`config.mk`:
```
export PLATFORM = sky130hd
export DESIGN_NAME = acec_ctrl
export DESIGN_NICKNAME = d
export VERILOG_FILES = /design/src/acec_pkg.sv /design/src/acec_ctrl.sv
export VERILOG_INCLUDE_DIRS = /design/src /design/src/src
export SDC_FILE = /design/constraint.sdc
export NUM_CORES = 1
export LEC_CHECK = 0
export ABC_AREA = 1
export BUFFER_PORTS_ARGS = -buffer_cell sky130_fd_sc_hd__buf_2
export CAP_MARGIN = 0
export CORE_ASPECT_RATIO = 0.75
export CORE_UTILIZATION = 48
export DETAILED_ROUTE_END_ITERATION = 16
export PLACE_DENSITY = 0.76
export SYNTH_ARGS = -nofsm -noshare
export SYNTH_HDL_FRONTEND = slang
export SYNTH_SLANG_ARGS = --single-unit
```
`constraint.sdc`:
```
create_clock -name sys_clk -period 1.3 [get_ports sys_clk]
set_clock_uncertainty 0.1 [all_clocks]
set_input_delay 0.13 -clock sys_clk [delete_from_list [all_inputs] [get_ports sys_clk]]
set_output_delay 0.13 -clock sys_clk [all_outputs]
set_load 0.03 [all_outputs]
```
`src/acec_regs.svh`:
```
`ifndef ACEC_REGS_SVH
`define ACEC_REGS_SVH

// Register offsets on the plain register port
`define ACEC_OFS_CTRL1     4'h0
`define ACEC_OFS_CTRL2     4'h1
`define ACEC_OFS_CTRL3     4'h2
`define ACEC_OFS_STATUS    4'h3
`define ACEC_OFS_IRQ_STAT  4'h4
`define ACEC_OFS_IRQ_MASK  4'h5

// Control register field positions
`define ACEC_BIT_EN        7
`define ACEC_BIT_IE        6
`define ACEC_SENSE_MSB     5
`define ACEC_SENSE_LSB     4
`define ACEC_BIT_ROUTE     3
`define ACEC_NEG_MSB       2
`define ACEC_NEG_LSB       0

// Status register field positions
`define ACEC_FLAG_LSB      4
`define ACEC_LEVEL_LSB     0

// Sensitivity codes
`define ACEC_SENSE_TOGGLE  2'h0
`define ACEC_SENSE_RSVD    2'h1
`define ACEC_SENSE_FALL    2'h2
`define ACEC_SENSE_RISE    2'h3

// Negative input select code with no source behind it
`define ACEC_NEG_RSVD      3'h7

// Reset values
`define ACEC_CTRL_RST      8'h00
`define ACEC_STATUS_RST    8'h00
`define ACEC_MASK_RST      4'h0

`endif

```
`src/acec_pkg.sv`:
```
package acec_pkg;

  // Whole state of the comparator event controller
  typedef struct packed {
    logic [3:1][7:0] ctrl;      // Control registers of comparators 1 to 3
    logic [3:0]      flag;      // Event flags, comparators 3 to 0
    logic [3:0]      level;     // Sampled comparator outputs
    logic [3:0]      irq_stat;  // Sticky interrupt status, clear on read
    logic [3:0]      irq_mask;  // Interrupt mask
    logic [3:0]      cmp_irq;   // Per-comparator interrupt requests
    logic            irq;       // Summary interrupt
    logic [7:0]      rdata;     // Read data, valid one cycle after a read
    logic            cap_level; // Comparator 1 level toward capture front end
    logic            cap_event; // Capture edge seen on comparator 1
  } acec_state_type;

endpackage

```
`src/acec_ctrl.sv`:
```
`timescale 1ns/100ps
`include "acec_regs.svh"

module acec_ctrl
  import acec_pkg::*;
(
  // Clock and reset
  input  logic             sys_clk,
  input  logic             reset,
  // Register port
  input  logic [3:0]       reg_addr,
  input  logic [7:0]       reg_wdata,
  input  logic             reg_wr,
  input  logic             reg_rd,
  output logic [7:0]       reg_rdata,
  // Analog comparator side
  input  logic [3:1]       cmp_out_raw,
  output logic [3:1]       cmp_enable,
  output logic [3:1][2:0]  cmp_neg_sel,
  output logic [3:1]       cmp_neg_valid,
  // Comparator 0, controlled elsewhere
  input  logic             cmp0_out,
  input  logic             cmp0_event,
  input  logic             cmp0_irq_en,
  // Processor interrupt logic
  input  logic [3:0]       vector_ack,
  output logic [3:0]       cmp_irq_req,
  output logic             irq,
  // ADC and DAC trigger sources
  output logic [3:0]       cmp_trigger,
  // Timer input capture
  input  logic             timer_capture_edge_sel,
  output logic             capture_src,
  output logic             capture_event
);

  acec_state_type s_reg;
  acec_state_type s_next;

  logic [3:0] evt;
  logic [3:0] ie;
  logic [3:0] w1c;
  logic [3:0] ack_clr;
  logic [7:0] rd_val;
  logic       route;

  // Event match for one comparator given its sensitivity code
  function automatic logic sense_hit(input logic [1:0] sense,
                                     input logic       prev,
                                     input logic       cur);
    logic hit;
    hit = 1'b0;
    case (sense)
      `ACEC_SENSE_TOGGLE: hit = prev ^ cur;
      `ACEC_SENSE_FALL:   hit = prev & ~cur;
      `ACEC_SENSE_RISE:   hit = ~prev & cur;
      default:            hit = 1'b0;
    endcase
    return hit;
  endfunction

  // Read decode, reserved bits of controls 2 and 3 forced low
  function automatic logic [7:0] read_mux(input logic [3:0]     addr,
                                          input acec_state_type st);
    logic [7:0] v;
    v = 8'h00;
    case (addr)
      `ACEC_OFS_CTRL1:    v = st.ctrl[1];
      `ACEC_OFS_CTRL2:    v = st.ctrl[2] & 8'hf7;
      `ACEC_OFS_CTRL3:    v = st.ctrl[3] & 8'hf7;
      `ACEC_OFS_STATUS:   v = {st.flag, st.level};
      `ACEC_OFS_IRQ_STAT: v = {4'h0, st.irq_stat};
      `ACEC_OFS_IRQ_MASK: v = {4'h0, st.irq_mask};
      default:            v = 8'h00;
    endcase
    return v;
  endfunction

  // Next-state logic
  always_comb begin
    s_next  = s_reg;
    evt     = 4'h0;
    ie      = {s_reg.ctrl[3][`ACEC_BIT_IE], s_reg.ctrl[2][`ACEC_BIT_IE],
               s_reg.ctrl[1][`ACEC_BIT_IE], cmp0_irq_en};
    w1c     = 4'h0;
    ack_clr = vector_ack & ie;
    route   = s_reg.ctrl[1][`ACEC_BIT_ROUTE];
    rd_val  = read_mux(reg_addr, s_reg);

    // Events from the enabled comparators
    evt[0] = cmp0_event;
    for (int i = 1; i < 4; i++) begin
      evt[i] = s_reg.ctrl[i][`ACEC_BIT_EN] &&
               sense_hit(s_reg.ctrl[i][`ACEC_SENSE_MSB:`ACEC_SENSE_LSB],
                         s_reg.level[i], cmp_out_raw[i]);
    end

    // Register writes
    if (reg_wr) begin
      case (reg_addr)
        `ACEC_OFS_CTRL1:    s_next.ctrl[1] = reg_wdata;
        `ACEC_OFS_CTRL2:    s_next.ctrl[2] = reg_wdata & 8'hf7;
        `ACEC_OFS_CTRL3:    s_next.ctrl[3] = reg_wdata & 8'hf7;
        `ACEC_OFS_STATUS:   w1c = reg_wdata[7:`ACEC_FLAG_LSB];
        `ACEC_OFS_IRQ_MASK: s_next.irq_mask = reg_wdata[3:0];
        default:            s_next.irq_mask = s_reg.irq_mask;
      endcase
    end

    // Flags: a new event wins over any clear in the same cycle
    s_next.flag = (s_reg.flag & ~(w1c | ack_clr)) | evt;

    // Sticky interrupt status, cleared by reading it
    s_next.irq_stat = s_reg.irq_stat;
    if (reg_rd && reg_addr == `ACEC_OFS_IRQ_STAT) begin
      s_next.irq_stat = 4'h0;
    end
    s_next.irq_stat = s_next.irq_stat | evt;
    s_next.irq      = |(s_next.irq_stat & s_next.irq_mask);

    // Per-comparator requests follow flag and enable
    s_next.cmp_irq = s_next.flag & {s_next.ctrl[3][`ACEC_BIT_IE],
                                    s_next.ctrl[2][`ACEC_BIT_IE],
                                    s_next.ctrl[1][`ACEC_BIT_IE],
                                    cmp0_irq_en};

    // Live comparator levels
    s_next.level = {cmp_out_raw, cmp0_out};

    // Capture path exists only while routing is set
    s_next.cap_level = route & cmp_out_raw[1];
    s_next.cap_event = route && (timer_capture_edge_sel ?
                       (~s_reg.level[1] & cmp_out_raw[1]) :
                       (s_reg.level[1] & ~cmp_out_raw[1]));

    // Read data for the cycle after the strobe
    s_next.rdata = reg_rd ? rd_val : 8'h00;
  end

  // State register, all reset values are zero
  always_ff @(posedge sys_clk) begin
    if (reset) begin
      s_reg <= '0;
    end else begin
      s_reg <= s_next;
    end
  end

  // Outputs, straight from the state register
  assign reg_rdata     = s_reg.rdata;
  assign cmp_irq_req   = s_reg.cmp_irq;
  assign irq           = s_reg.irq;
  assign cmp_trigger   = s_reg.flag;
  assign capture_src   = s_reg.cap_level;
  assign capture_event = s_reg.cap_event;

  // Per-comparator analog controls
  genvar g;
  generate
    for (g = 1; g < 4; g++) begin : g_cmp
      assign cmp_enable[g]    = s_reg.ctrl[g][`ACEC_BIT_EN];
      assign cmp_neg_sel[g]   = s_reg.ctrl[g][`ACEC_NEG_MSB:`ACEC_NEG_LSB];
      assign cmp_neg_valid[g] = s_reg.ctrl[g][`ACEC_NEG_MSB:`ACEC_NEG_LSB]
                                != `ACEC_NEG_RSVD;
    end
  endgenerate

  logic st_wr;
  assign st_wr = reg_wr && reg_addr == `ACEC_OFS_STATUS;

  generate
    for (g = 1; g < 4; g++) begin : g_chk

    end
  endgenerate
endmodule // acec_ctrl

```
==> results_dict.tcl <==
set metrics [dict create \
    area_used_by_multi_input_combinational_logic_um2 1160 \
    diodes 0 \
    fillers 429 \
    port_buffers 60 \
    synth_warn 0 \
    route.detailed.vias_per_inst 5.18 \
    cts.clk_slew.worst_paths_ps 100 \
    rows 22 \
    htree_levels 2 \
    dr_total_vias 2428 \
    crit_path_max_fanout 3 \
    crit_arrival_ps 1440 \
    worst_ir_drop_vdd_mv 0.543 \
    grt_start_max_net_pins 24 \
    period_share_pct 104 \
    crit_path_start_kind "register" \
    routedWlPerCell_um 14.4 \
    layout.cells.most_common_list "buf_2, dfxtp_1, nand2_1, inv_1, buf_4" \
    setup_viol 3 \
    power-per-cell-area_nw_per_um2 1000 \
    die_w_um 85.3 \
    yosysSeqAreaShare_pct 42.5 \
    holdCritStartpoint "cmp0_event" \
    timing.critical_path.to_type "register" \
    insertion_delay_ps 310 \
    synth.net_count 368 \
    drc 0 \
    worstSetupStartpoint "s_reg[25]" \
    clk_root_buffer_cell "clkbuf_8" \
    failed_checks "setup timing" \
    ys_seq_elements 53 \
    final_net_count 441 \
    grt_overflow_total 0 \
    first_global_vias 2271 \
    finish.cell_count_without_fillers 469 \
    rsz0062_at_grt "true" \
    max_freq_mhz 742 \
    detailedRoute.firstIterationViolations 273 \
    clockBufferDepth 2 \
    max_cap_violations 0 \
    gpl.final_weighted_congestion 0.909 \
    regToRegStartpoint "s_reg[25]" \
    clock_tree_from_tritoncts "yes" \
    finalMaxSlewViolations 0 \
    area_of_the_mapped_netlist_um2 2500 \
    finalWirelength_mm 6.74 \
    cp.required_ps 1390 \
    pin_count 61 \
    final_hold_viol_count 0 \
    die-height_um 64.5 \
    timing.final.ws_setup_ps -47.0 \
    hpwl_mm 4.91 \
    post_synth_num_cell_types 23 \
    finalSetupTns_ps -85.6 \
    outcome "finished, violations left" \
    detail-route-antenna-nets 0 \
    post_synth_inst_count 335 \
    worst_slew_margin_rel_pct 74.1 \
    setup.worst_path.class "register to register" \
    holdCritPathClass "input pin to register" \
    ff_latch_area_um2 1070 \
    syn_area_per_cell_um2 7.45 \
    start_util_pct 50.4 \
    place.detailed.instances 451 \
    mostFrequentLayoutCell "buf_2" \
    largest_register_ff_count 18 \
    first_pass_grt_wire_length_mm 10.7 \
    cts-buffers-inserted 5 \
    antenna_found_initial 0 \
    utilization_pct 65.0 \
    final_period_minus_worst_setup_slack_ps 1350 \
    fp.dieArea_um2 5500 \
    static-leakage-power_nw 1.44 \
    numClockSinks 53 \
    core_area_um2 4950 \
    gr-usage-all-layers_pct 25.2 \
    first_pass_iters 5 \
    layout-area-overhead-vs-synth_pct 29.0 \
    worst_pin_slew_ps 387 \
    drive_gt1_share_pct 35.0 \
]
==> cell usage after synthesis (all sizes together) <==
| cell type | n | area (um2) |
|---|---|---|
| a21oi | 32 | 160 |
| a41oi | 1 | 8.76 |
| buf | 33 | 243 |
| clkbuf | 4 | 25.0 |
| dfxtp | 53 | 1060 |
| ha | 6 | 75.1 |
| inv | 45 | 169 |
| nand2 | 52 | 195 |
| nand3 | 27 | 140 |
| nand4 | 2 | 12.5 |
| nor2 | 29 | 136 |
| nor3 | 7 | 35.0 |
| o211ai | 1 | 7.51 |
| o21ai | 33 | 165 |
| o22ai | 10 | 62.6 |
==> metrics by stage <==
step / area, um2 / power, W / setup slack [ps] / hold slack (ps)
2_1_floorplan: 2500 / 0.00191 / 69.0 / 108
6_report: 3220 / 0.00323 / -47.0 / 26.5
3_5_place_dp: 2850 / 0.00206 / -152 / 231
5_1_grt: 3220 / 0.00335 / -147 / 30.5
4_1_cts: 3150 / 0.00321 / -57.6 / 23.5
3_3_place_gp: 2850 / 0.00206 / -130 / 231
==> routing by layer <==
layer / share of wire [%] / track usage, % / vias up
li1: - / - / 1209
met1: 49 / 35.1 / 1100
met2: 44 / 40.7 / 110
met3: 6.5 / 5.10 / 9
met4: 0.71 / 5.21 / 0
met5: 0 / 0 / -
==> final timing paths <==
kind	end	slack, ps	cells past startpoint
setup / recovery	irq	-50	10
setup reg to reg	irq	-50	10
hold reg to reg	cmp_neg_sel[2]	400	2
hold / removal	s_reg[19]	30	3
==> report_power, final <==
| group | internal, W | switching (W) |
|---|---|---|
| Sequential | 0.00166 | 0.0000255 |
| Clock | 0.000579 | 0.000550 |
| Combinational | 0.000173 | 0.000246 |
==> final cells by class <==
| cell class | count | share of cell area [%] |
|---|---|---|
| Clock buffer | 6 | 2.25 |
| Clock inverter | 2 | 1.20 |
| Inverter | 45 | 5.25 |
| Multi-Input combinational cell | 200 | 35.9 |
| Sequential cell | 53 | 33.2 |
| Tap cell | 60 | 2.33 |
| Timing Repair Buffer | 103 | 19.9 |
==> critical path, stage by stage, from the launching register on <==
cell and delay [ps]:
dfxtp_2 370, inv_2 50, ha_4 150, nand2_2 60
nand3_2 80, nand3_4 90, nand2_1 70, nand2_1 80
nand2_2 60, nor2_1 80, nor2_1 40
==> cell families (layout without fill, tap and decap cells) <==
kind of cell	after synthesis	after routing	synth area share, %
fa+ha+maj	6	6	3.01
flops	53	53	42.5
compound gates	77	77	16.2
buf+inv	82	156	17.5
simple gates	117	117	20.8
==> repair_timing <==
item	4_1_cts	5_1_grt
setup endpoints to repair	7	9
hold buffers	4	0
endpoints found under the hold margin	4	0
buffers inserted	7	1
pin swaps	15	13
gates resized for setup	25	19
cloned	0	0
Note: power is estimated with default switching activity, not from simulation.
